--- src/hw/iic_consts.svh ---
// Function
// Every request input is asynchronous and passes two flip-flops before use.
// Software selects edge or level recognition per request line.
// Bridge reset forces every line into edge-triggered recognition.
// Without the advanced controller, sources hold requests until acknowledged.
// Request gone before acknowledge completes answers with line 7 default vector.
// Advanced variant latches keyboard line rising edge; read of 60h clears it.
// Clock chip request is active low; its mode is selectable too.
// Edge mode records inactive-to-active transitions; level mode follows the level.
`ifndef IIC_CONSTS_SVH
`define IIC_CONSTS_SVH
`define IIC_LINES 16
`define IIC_CLOCK_LINE 8
`define IIC_KBD_LINE 1
`define IIC_SPURIOUS_LINE 4'h7
`define IIC_KBD_PORT 16'h0060
`define IIC_MODE_RESET 16'h0000
`endif

--- src/hw/iic_pkg.sv ---
package iic_pkg;
  typedef logic [15:0] iic_lines_t;
  typedef logic [3:0] iic_line_id_t;
endpackage : iic_pkg

--- src/hw/iic_conditioner.sv ---
`timescale 1ns/1ps
`include "iic_consts.svh"
module iic_conditioner (
  input wire logic sys_clk,
  input wire logic resetn,
  input wire logic bridge_reset_n,
  input wire logic advanced_variant,
  input wire iic_pkg::iic_lines_t request_in,
  input wire logic clock_chip_interrupt_request_n,
  input wire iic_pkg::iic_lines_t edge_level_control,
  input wire iic_pkg::iic_lines_t request_clear,
  input wire logic ack_valid,
  input wire iic_pkg::iic_line_id_t ack_line,
  input wire logic io_read,
  input wire logic [15:0] io_addr,
  output logic [15:0] pending,
  output logic ack_answer_valid,
  output logic [3:0] ack_vector_line,
  output logic ack_spurious,
  output logic keyboard_latch
);
  iic_pkg::iic_lines_t raw, sync1, sync2, prev, mode, edge_hold;
  iic_pkg::iic_lines_t next_sync1, next_sync2, next_prev, next_mode, next_edge_hold;
  logic [15:0] next_pending;
  logic next_ack_answer_valid, next_ack_spurious, next_keyboard_latch;
  logic [3:0] next_ack_vector_line;
  logic reset_all;

  // One decode serves the clearing logic and both of its checkers, kbd_clear_a and kbd_keep_a
  function automatic logic iic_kbd_read(input logic rd, input logic [15:0] addr);
    iic_kbd_read = rd && addr == `IIC_KBD_PORT;
  endfunction : iic_kbd_read

  // Either reset forces edge mode; once bridge reset ends, mode takes edge_level_control again on the next clock
  assign reset_all = !resetn || !bridge_reset_n;

  // Clock chip line is inverted to active high before the synchroniser
  always_comb
  begin
    raw = request_in;
    raw[`IIC_CLOCK_LINE] = !clock_chip_interrupt_request_n;
  end

  always_comb
  begin
    next_sync1 = raw;
    next_sync2 = sync1;
    next_prev = sync2;
    next_mode = edge_level_control;
    if (reset_all)
      next_mode = `IIC_MODE_RESET;
    next_edge_hold = edge_hold & ~request_clear;
    next_edge_hold = next_edge_hold | (sync2 & ~prev & ~mode);
    next_pending = (edge_hold & ~mode) | (sync2 & mode);
    next_keyboard_latch = keyboard_latch;
    if (advanced_variant && iic_kbd_read(io_read, io_addr))
      next_keyboard_latch = 1'b0;
    // Set wins over the clearing read
    if (advanced_variant && sync2[`IIC_KBD_LINE] && !prev[`IIC_KBD_LINE])
      next_keyboard_latch = 1'b1;
    next_ack_answer_valid = ack_valid;
    next_ack_vector_line = ack_line;
    next_ack_spurious = 1'b0;
    // Line must still be pending at acknowledge, else default vector
    if (ack_valid && !pending[ack_line])
    begin
      next_ack_vector_line = `IIC_SPURIOUS_LINE;
      next_ack_spurious = 1'b1;
    end
  end

  always_ff @(posedge sys_clk)
  begin
    if (!resetn)
    begin
      sync1 <= '0;
      sync2 <= '0;
      prev <= '0;
      mode <= `IIC_MODE_RESET;
      edge_hold <= '0;
      pending <= '0;
      keyboard_latch <= 1'b0;
      ack_answer_valid <= 1'b0;
      ack_vector_line <= '0;
      ack_spurious <= 1'b0;
    end
    else
    begin
      sync1 <= next_sync1;
      sync2 <= next_sync2;
      prev <= next_prev;
      mode <= next_mode;
      edge_hold <= next_edge_hold;
      pending <= next_pending;
      keyboard_latch <= next_keyboard_latch;
      ack_answer_valid <= next_ack_answer_valid;
      ack_vector_line <= next_ack_vector_line;
      ack_spurious <= next_ack_spurious;
    end
  end

  // Same checks on every line; line 8 carries the inverted clock chip request
  for (genvar gi = 0; gi < `IIC_LINES; gi++)
  begin : g_line

  end : g_line
endmodule : iic_conditioner

--- config.mk ---
export PLATFORM = sky130hd
export DESIGN_NAME = iic_conditioner
export DESIGN_NICKNAME = d
export VERILOG_FILES = /design/src/hw/iic_pkg.sv /design/src/hw/iic_conditioner.sv
export VERILOG_INCLUDE_DIRS = /design/src /design/src/hw
export SDC_FILE = /design/constraint.sdc
export NUM_CORES = 1
export LEC_CHECK = 0
export BUFFER_PORTS_ARGS = -buffer_cell sky130_fd_sc_hd__buf_2
export CAP_MARGIN = 30
export CORE_MARGIN = 1.5
export CORE_UTILIZATION = 40
export CTS_CLUSTER_DIAMETER = 100
export DETAILED_ROUTE_END_ITERATION = 8
export GPL_ROUTABILITY_DRIVEN = 0
export PLACE_DENSITY_LB_ADDON = 0.15
export REMOVE_ABC_BUFFERS = 1
export SETUP_SLACK_MARGIN = 0.5
export SYNTH_ARGS = -nofsm -noshare
export SYNTH_HDL_FRONTEND = slang
export SYNTH_SLANG_ARGS = --single-unit
--- constraint.sdc ---
create_clock -name sys_clk -period 2 [get_ports sys_clk]
set_input_delay 0.2 -clock sys_clk [delete_from_list [all_inputs] [get_ports sys_clk]]
set_output_delay 0.2 -clock sys_clk [all_outputs]
set_load 0.02 [all_outputs]
==> key figures, run 1 <==
Run status
  • Status: finished, final reports clean

Worst setup path
  • Max stage delay on crit path: about 470 ps
  • Critical R2R Launch: pending[15]
  • Slowest CP cell: mux4_2
  • WP data required: 2300 ps
  • R2R Setup Slk: roughly 700 ps
  • CP startpoint kind: flip-flop
  • Max FO, Critical Path: 4
  • CP cell instances: mux4_2 -> mux2i_1 -> a32o_2 -> a21o_1
  • Delay-heaviest family, CP: multiplexers
  • Number of buffers and inverters on the critical path: 0
  • Endpoint class of the critical path: flip-flop
  • Worst setup endpoint: ack_vector_line[1]
  • RR Endpoint: ack_vector_line[1]
  • Worst Reg-to-Reg Cells: 4
  • Arrival @ worst endpoint: approximately 1600 ps
  • Crit Path Category: reg2reg
  • Levels on crit path: 4
  • CP Launch Point: pending[15]

Floorplanning
  • Die area: 0.008961 mm²
  • Row count: 33
  • Die height: 94.66 µm
  • # IOs: just under 100
  • Starting Density: 0.4111
  • Core area: 0.008175 mm²
  • Chip width: approximately 95 µm

Yosys
  • Largest cells by area after synthesis: dfxtp_1 61%, nor2b_1 8.9%, and2_1 8.7%
  • Most used DFF post-synth: dfxtp_1
  • Number of synthesized register bits: slightly above 100
  • EDFF count, synth: 0
  • Most frequent cell after synthesis: dfxtp_1
  • Count of different cell masters after synthesis: 26
  • Synth async-reset ratio: 0
  • Syn Area/Cell: between 10 and 15 µm²
  • Synth top area share: 0.6136
  • Area of the mapped netlist: 0.003361 mm²
  • Leading area contributor after synthesis: dfxtp_1
  • Ys Warns: 0
  • Syn Inst Count: ~300
  • Synth top cells by count: 103 x dfxtp_1, 48 x nor2b_1, 47 x and2_1
  • Seq/Total Area, Yosys: 0.6136

STA
  • Fin crit period: between 1000 and 1500 ps
  • Fin Clk Skew: between 7 and 8 ps
  • Tightest Pin Transition: between 300 and 400 ps
  • RSZ-0062 raised after global routing: false
  • Setup-failing EPs final: 0
  • Period utilisation layout: 0.6540
  • Fin Setup TNS: 0 ps
  • Final WS setup: around 690 ps
  • Relative slew margins: 0.7704
  • Final-report max-slew violation count: 0
  • Highest clock rate: 0.7645 GHz
  • Hold Vio Cnt, Final: 0

Global routing
  • Aggregate global routing overflow: 0
  • First-pass GRT wire length: between 9 and 10 mm
  • Vias in the first global route: around 2100
  • Initial antenna violation count: 0
  • Largest net degree at the start of global routing: 88
  • Overall routing resource usage: 0.1419

Clocking
  • Clock Tree Buf Depth: 2
  • Post-cts sizing count: 0
  • Clk_lat worst skew: around 350 ps
  • Clock-pin slew on the worst setup and hold paths: about 90 ps
  • CTS Hold Bufs: 1
  • CTS Buf Count: 9
  • H-Tree Depth: 3
  • Clk sinks: between 100 and 150
  • CTS tree: built
  • Root buffer cell: clkbuf_8
  • Setup repair bufs after CTS: 0

Placed design
  • Post-Place Setup Slack: around 520 ps
  • IO Port Bufs: 96
  • Placed insts: between 400 and 500
  • Hpwl dp: 4.200 mm

Detailed routing
  • Via count: approximately 2300
  • Final WL: roughly 6 mm
  • Via/cell ratio: 4.500
  • Initial DRC Count: 24
  • DRC viols: 0
  • Pre-Repair DR Iteration Count: 4
  • Post-DRT Antenna Nets: 0
  • Wire length per cell after detailed routing: 11.81 µm

Cells and area
  • Share of layout cells above drive strength 1: 0.2878
  • Fillers: approximately 810
  • FF+latch area: ~0.0021 mm²
  • Final cell count without fillers: approximately 510
  • Antenna diodes: 0
  • Multi-input logic area: about 0.0012 mm²
  • Final net count: about 470
  • P&R area growth vs syn: 23.08%

Power
  • Internal cell power: between 2000 and 3000 µW
  • Sequential share of power: 0.590
  • Comb pwr share: 0.072
  • Sw Ratio: 0.2220
  • Clock power share: 0.338
  • Power Density: around 890 mW/mm²
  • Switching pwr: ~800 µW
  • Worst IR drop on VDD: 0.4658 mV
  • Leak pwr: about 0.0018 µW

Run
  • Max-cap violations: 0

Hold path
  • Worst Hold Launch: request_in[3]
  • Hold crit path type: in2reg
worst reg2reg max path, delay by kind of cell (launching register included):
family	cells	cell delay, ps
flip-flops	1	320
multiplexers	2	650
AO/OA/AOI/OAI	2	290
state kept, by name, summed over array words and instances, names as in the netlist:
signal	count
ack_answer_valid	1
ack_vector_line	4
ack_spurious	1
mode	16
pending	16
next_prev	16
keyboard_latch	1
prev	16
edge_hold	16
next_sync2	16
worst min-delay path by stage:
stage | to | slack [ps] | cells after the start
CTS | next_sync2[12] | 30 | 2
floorplan | next_sync2[8] | 270 | 1
global route | next_sync2[2] | 20 | 2
detailed placement | next_sync2[8] | 360 | 2
finish | next_sync2[3] | 50 | 2
global placement | next_sync2[8] | 360 | 2
area by class of cell:
class	count	share of cell area
Sequential cell	103	0.4985
Clock inverter	5	0.01422
Timing Repair Buffer	98	0.1234
Multi-Input combinational cell	185	0.2995
Clock buffer	11	0.03176
Tap cell	105	0.03176
Inverter	1	0.0009074
power groups by stage:
stage | combinational (µW) | clock (µW) | sequential (µW)
floorplan | 102 | 0 | 2230
CTS | 269 | 1290 | 2170
detailed placement | 266 | 0 | 2210
global placement | 263 | 0 | 2210
global route | 294 | 1370 | 2180
finish | 263 | 1240 | 2160
stage by stage:
step	cell area, µm²	utilization	power (µW)	hold slack (ps)
floorplan	3304	-	2331	271.6
global placement	3936	0.4815	2474	355.6
detailed placement	3936	0.4815	2480	360.7
CTS	4136	0.5060	3725	25.67
global route	4136	0.5060	3841	17.80
finish	4136	0.5060	3667	46.16
routing by layer:
layer | routed length (µm) | share of wire | GRT usage
met3 | 463 | 0.077 | 0.05958
met5 | 0 | 0 | 0
met1 | 2769 | 0.46 | 0.1717
met2 | 2708 | 0.45 | 0.2315
met4 | 61 | 0.010 | 0.03731
cells in the final DEF (no fill, tap or decap), drive strengths merged, types with 2 or more instances in the layout:
cell and n:
clkinv 2, nand3b 2, dfxtp 103, a21o 3
buf 97, mux2 2, nor2b 48, nand3 2
mux2i 17, nor2 15, nand2 2, nor4 3
mux4 3, clkbuf 11, clkinvlp 2, and3 17
a21oi 16, and2 47
logic make-up (layout without fill, tap and decap cells):
kind of cell | count (synthesis) | after routing | share of synthesized area
flip-flops | 103 | 103 | 0.6136
buffers and inverters | 14 | 115 | 0.01787
AND/OR/NAND/NOR | 139 | 139 | 0.2476
AO/OA/AOI/OAI | 24 | 24 | 0.04244
multiplexers | 22 | 22 | 0.07855
(Power assumes the default switching activity.)
==> run 2: changes to the inputs <==
Clock period 2 ns to 1.3 ns, I/O delays scaled along.
==> run 2 against run 1 <==
  * The run now ends with negative setup slack left
  * Critical endpoint is now ack_vector_line[2]
  * Via count increased by 4.9%
  * Die area unchanged
  * Routed wire length increased by 10%
  * Total power increased by 64%
  * Core utilization increased by 6.5 points
  * Highest routed layer unchanged
  * Flip-flop and latch count unchanged
  * Combinational power increased by 95%
  * Clock-buffer cell count unchanged
  * Global-route usage increased by 1.5 points
==> key figures, run 2 (same netlist as run 1, synthesis figures left out) <==
Clocking
  • Clock Tree Buf Depth: 2
  • Clk_lat worst skew: 340 ps
  • CTS Buf Count: 9
  • Clk sinks: ~100
  • H-Tree Depth: 3
  • CTS tree: built
  • Clock-pin slew on the worst setup and hold paths: 90 ps
  • Root buffer cell: clkbuf_8

Floorplanning
  • Starting Density: 0.4111
  • Core area: 0.008175 mm²
  • Chip width: approximately 95 µm
  • Row count: 33
  • Die area: roughly 0.009 mm²
  • # IOs: ~100
  • Die height: roughly 95 µm

Cells and area
  • P&R area growth vs syn: 38.91%
  • Share of layout cells above drive strength 1: 0.3555
  • Antenna diodes: 0
  • Most frequent cells in the layout: 75 x dfxtp_1, 73 x buf_2, 47 x and2_1, 47 x nor2b_1
  • Commonest non-fill, non-tap cell in the layout: dfxtp_1
  • Final net count: just over 500

Power
  • Clock power share: 0.358
  • Switching pwr: 1275 µW
  • Sw Ratio: 0.2123
  • Power Total: 6009 µW
  • Sequential share of power: 0.557
  • Power Density: 1287 mW/mm²
  • Leak pwr: a little over 0.002 µW
  • Comb pwr share: 0.085
  • Worst IR drop on VDD: approximately 0.63 mV
  • Internal cell power: ~4700 µW

Worst setup path
  • Max FO, Critical Path: 4
  • WP data required: ~1600 ps
  • CP startpoint kind: flip-flop
  • Arrival @ worst endpoint: around 1600 ps
  • Endpoint class of the critical path: flip-flop
  • Crit Path Category: reg2reg

STA
  • WHS: 25.40 ps
  • Tightest Pin Transition: roughly 340 ps
  • RSZ-0062 raised after global routing: true
  • Relative slew margins: 0.7755
  • Fin Clk Skew: around 8.3 ps
  • Fin crit period: roughly 1300 ps
  • Final-report max-slew violation count: 0
  • Highest clock rate: between 0.7 and 0.8 GHz
  • Period utilisation layout: 1.021
  • Setup-failing EPs final: 3
  • Hold Vio Cnt, Final: 0
  • Final WS setup: -27.03 ps

Run status
  • Status: complete, but fails checks
  • Violated checks: negative setup slack

Placed design
  • Hpwl dp: between 4 and 5 mm
  • IO Port Bufs: between 90 and 100
  • Post-Place Setup Slack: -104.9 ps

Detailed routing
  • Initial DRC Count: 31
  • Wire length per cell after detailed routing: roughly 12 µm
  • Via count: approximately 2400
  • Pre-Repair DR Iteration Count: 4
  • DRC viols: 0
  • Final WL: 6.622 mm
  • Post-DRT Antenna Nets: 0
  • Via/cell ratio: about 4.4

Global routing
  • Vias in the first global route: between 2000 and 2500
  • Aggregate global routing overflow: 0
  • Largest net degree at the start of global routing: 39
  • Overall routing resource usage: 0.1565
  • Initial antenna violation count: 0
  • First-pass GRT wire length: between 10 and 15 mm

Run
  • Max-cap violations: 0

Hold path
  • Hold crit path type: in2reg
==> run 2: cell types whose count changed in the layout (fill, tap and decap cells not counted), sizes merged <==
cell,before,now
clkinvlp,2,1
bufinv,1,2
buf,97,103
dlygate4sd3,1,28
==> run 2: worst paths after layout <==
| check | cells after the start | slack (ps) | to | from |
|---|---|---|---|---|
| setup / recovery | 4 | -30 | ack_vector_line[2] | pending[15] |
| hold / removal | 2 | 30 | mode[6] | edge_level_control[6] |
| setup reg to reg | 4 | -30 | ack_vector_line[2] | pending[15] |
| hold reg to reg | 1 | 440 | next_prev[0] | next_sync2[0] |
==> run 2: final cells by class <==
cell class	instances	area, µm²
Clock inverter	5	81.33
Sequential cell	103	2097
Timing Repair Buffer	131	960.9
Inverter	1	3.754
Tap cell	105	131.4
Clock buffer	11	141.4
Fill cell	741	3507
Multi-Input combinational cell	185	1252
==> run 2: power groups by stage <==
stage / Sequential [µW] / Clock (µW) / Combinational, µW
finish: 3340 / 2150 / 513
global route: 3360 / 2370 / 567
CTS: 3340 / 2230 / 510
detailed placement: 3410 / 0 / 414
global placement: 3400 / 0 / 410
floorplan: 3430 / 0 / 156
==> run 2: stage by stage <==
stage,cell area [µm²],instances,TNS (ps),utilization
after floorplan,3304,289,0,-
after global placement,3946,494,-240.0,0.4827
after detailed placement,3946,494,-383.2,0.4827
after CTS,4622,538,-80.36,0.5654
after global routing,4668,541,-273.0,0.5710
final,4668,541,-52.44,0.5710
==> run 2: routing by layer <==
metal | up-vias | part of all wire | wire, µm | global-route usage
li1 | 1247 | - | - | -
met1 | 1080 | 0.45 | 3000 | 0.1857
met2 | 66 | 0.47 | 3137 | 0.2607
met3 | 6 | 0.061 | 404 | 0.04509
met4 | 0 | 0.012 | 78 | 0.07090
met5 | - | 0 | 0 | 0
==> run 2: critical path, cell delays in order, from the launching register on <==
cell and delay (ps):
dfxtp_2 330, mux4_2 470, mux2i_2 190, a32o_2 190
a21o_1 90
==> run 2: repair_timing <==
| item | in CTS | in global routing |
|---|---|---|
| resized for setup | 69 | 10 |
| endpoints found under the hold margin | 26 | 2 |
| hold buffers | 26 | 2 |
| setup buffers | 2 | 1 |
| gates cloned | 0 | 0 |
| setup endpoints to repair | 28 | 33 |
| pin swaps | 0 | 2 |
==> run 3: changes to the inputs <==
Settings changed: CORE_UTILIZATION 40 to 45.
Clock period 1.3 ns to 1.6 ns, I/O delays scaled along.
==> run 3 against run 2 <==
  * The flow now finishes without violations
  * Worst setup slack better by 310 ps
  * Clock skew is 2.4 ps lower
  * Core utilization is 2.5 points higher
  * Register-to-register slack better by 310 ps
==> key figures, run 3 (same netlist as run 1, synthesis figures left out) <==
Worst setup path
  • Arrival @ worst endpoint: approximately 1600 ps
  • WP data required: approximately 1900 ps
  • RR Endpoint: ack_vector_line[0]
  • CP startpoint kind: flip-flop
  • R2R Setup Slk: around 280 ps
  • Worst Reg-to-Reg Cells: 4
  • Endpoint class of the critical path: flip-flop
  • CP cell instances: mux4_2 -> mux2i_2 -> a32o_2 -> a21o_1
  • Max FO, Critical Path: 4
  • Slowest CP cell: mux4_2
  • Critical R2R Launch: pending[10]
  • CP Launch Point: pending[10]
  • Crit Path Category: reg2reg
  • Max stage delay on crit path: between 400 and 500 ps

STA
  • Fin crit period: between 1000 and 1500 ps
  • Highest clock rate: between 0.7 and 0.8 GHz
  • Final-report max-slew violation count: 0
  • Hold Vio Cnt, Final: 0
  • Final WS setup: 282.1 ps
  • Setup-failing EPs final: 0
  • Relative slew margins: 0.7648
  • RSZ-0062 raised after global routing: true
  • Fin Setup TNS: 0 ps
  • Fin Clk Skew: between 5 and 6 ps
  • WHS: between 20 and 25 ps
  • Tightest Pin Transition: between 300 and 400 ps
  • Period utilisation layout: 0.8237

Run
  • Max-cap violations: 0

Floorplanning
  • Row count: 31
  • # IOs: 98
  • Die height: around 89 µm
  • Starting Density: 0.4633
  • Core area: 0.007253 mm²
  • Die area: roughly 0.0080 mm²
  • Chip width: 89.42 µm

Detailed routing
  • Wire length per cell after detailed routing: roughly 11 µm
  • Via/cell ratio: about 4.5
  • DRC viols: 0
  • Pre-Repair DR Iteration Count: 4
  • Final WL: 5.928 mm
  • Post-DRT Antenna Nets: 0
  • Initial DRC Count: 33
  • Via count: between 2000 and 2500

Power
  • Power Density: between 1000 and 1500 mW/mm²
  • Sw Ratio: 0.2110
  • Comb pwr share: 0.074
  • Leak pwr: 0.001919 µW
  • Internal cell power: about 3800 µW
  • Sequential share of power: 0.563
  • Clock power share: 0.362
  • Worst IR drop on VDD: slightly below 0.6 mV
  • Switching pwr: roughly 1000 µW

Hold path
  • Worst Hold Launch: request_in[4]
  • Hold path depth: 2
  • Worst Hold End: next_sync2[4]
  • Hold crit path type: in2reg

Global routing
  • Vias in the first global route: roughly 2200
  • Overall routing resource usage: 0.1637
  • Aggregate global routing overflow: 0
  • First-pass GRT wire length: 9.660 mm
  • Initial antenna violation count: 0
  • Largest net degree at the start of global routing: 52

Cells and area
  • Final net count: 490
  • Fillers: between 600 and 700
  • Commonest non-fill, non-tap cell in the layout: dfxtp_1
  • Most frequent cells in the layout: 102 x dfxtp_1, 95 x buf_2, 48 x nor2b_1
  • P&R area growth vs syn: 28.63%
  • Antenna diodes: 0
  • Share of layout cells above drive strength 1: 0.2929

Clocking
  • Clock Tree Buf Depth: 2
  • CTS Buf Count: 9
  • H-Tree Depth: 3
  • Root buffer cell: clkbuf_8
  • Clk sinks: 103
  • Clk_lat worst skew: between 300 and 400 ps
  • CTS tree: built
  • Clock-pin slew on the worst setup and hold paths: roughly 90 ps

Placed design
  • IO Port Bufs: 96
  • Post-Place Setup Slack: around 170 ps
  • Hpwl dp: 4.230 mm

Run status
  • Status: finished, final reports clean
## run 3: changes by cell type in the layout (fill, tap and decap cells not counted), sizes merged
cell	delta
dlygate4sd3	-13
buf	-3
## run 3: power groups by stage
| stage | combinational (µW) | sequential [µW] | clock [µW] |
|---|---|---|---|
| 6_report | 356 | 2710 | 1740 |
| 3_3_place_gp | 325 | 2760 | 0 |
| 3_5_place_dp | 330 | 2770 | 0 |
| 2_1_floorplan | 127 | 2790 | 0 |
| 4_1_cts | 360 | 2710 | 1810 |
| 5_1_grt | 399 | 2720 | 1920 |
## run 3: worst max path at each step
stage / end / slack (ps) / cells past startpoint
2_1_floorplan: ack_vector_line[0] / 310 / 4
3_3_place_gp: ack_vector_line[0] / 190 / 5
3_5_place_dp: ack_vector_line[1] / 170 / 5
4_1_cts: ack_vector_line[0] / 280 / 4
5_1_grt: ack_vector_line[2] / 210 / 4
6_report: ack_vector_line[0] / 280 / 4
## run 3: final cells by class
| class | instances | area (µm²) | share of cell area |
|---|---|---|---|
| timing repair buffer | 115 | 663.1 | 0.1534 |
| sequential | 103 | 2063 | 0.4773 |
| multi-input combinational | 185 | 1246 | 0.2883 |
| clock inverter | 5 | 81.33 | 0.01881 |
| clock buffer | 11 | 141.4 | 0.03271 |
| tap | 99 | 123.9 | 0.02865 |
| inverter | 1 | 3.754 | 0.0008683 |
## run 3: through the flow
| stage | instance area [µm²] | std cells | total power [µW] | util |
|---|---|---|---|---|
| floorplan | 3304 | 289 | 2913 | - |
| CTS | 4312 | 519 | 4876 | 0.5944 |
| global placement | 3931 | 487 | 3090 | 0.5420 |
| detailed placement | 3931 | 487 | 3097 | 0.5420 |
| global route | 4323 | 519 | 5040 | 0.5960 |
| finish | 4323 | 519 | 4803 | 0.5960 |
## run 3: worst max-delay path, delay by kind of cell (launching register included)
kind / cells / cell delay (ps)
AOI/OAI and AO/OA: 2 / 280
muxes: 2 / 650
DFF: 1 / 330
## run 3: routing by layer
layer	part of all wire	wire, µm	vias up	track usage
met3	0.076	453	9	0.07849
li1	-	-	1213	-
met1	0.45	2680	1030	0.1855
met2	0.46	2714	61	0.2693
met4	0.013	80	0	0.05874
met5	0	0	-	0
## run 3: repair_timing
| action | 4_1_cts | 5_1_grt |
|---|---|---|
| pin swaps | 0 | 1 |
| endpoints found under the hold margin | 15 | 0 |
| gates resized for setup | 0 | 4 |
| setup endpoints to repair | 5 | 7 |
| hold buffers | 15 | 0 |
| setup buffers | 1 | 0 |
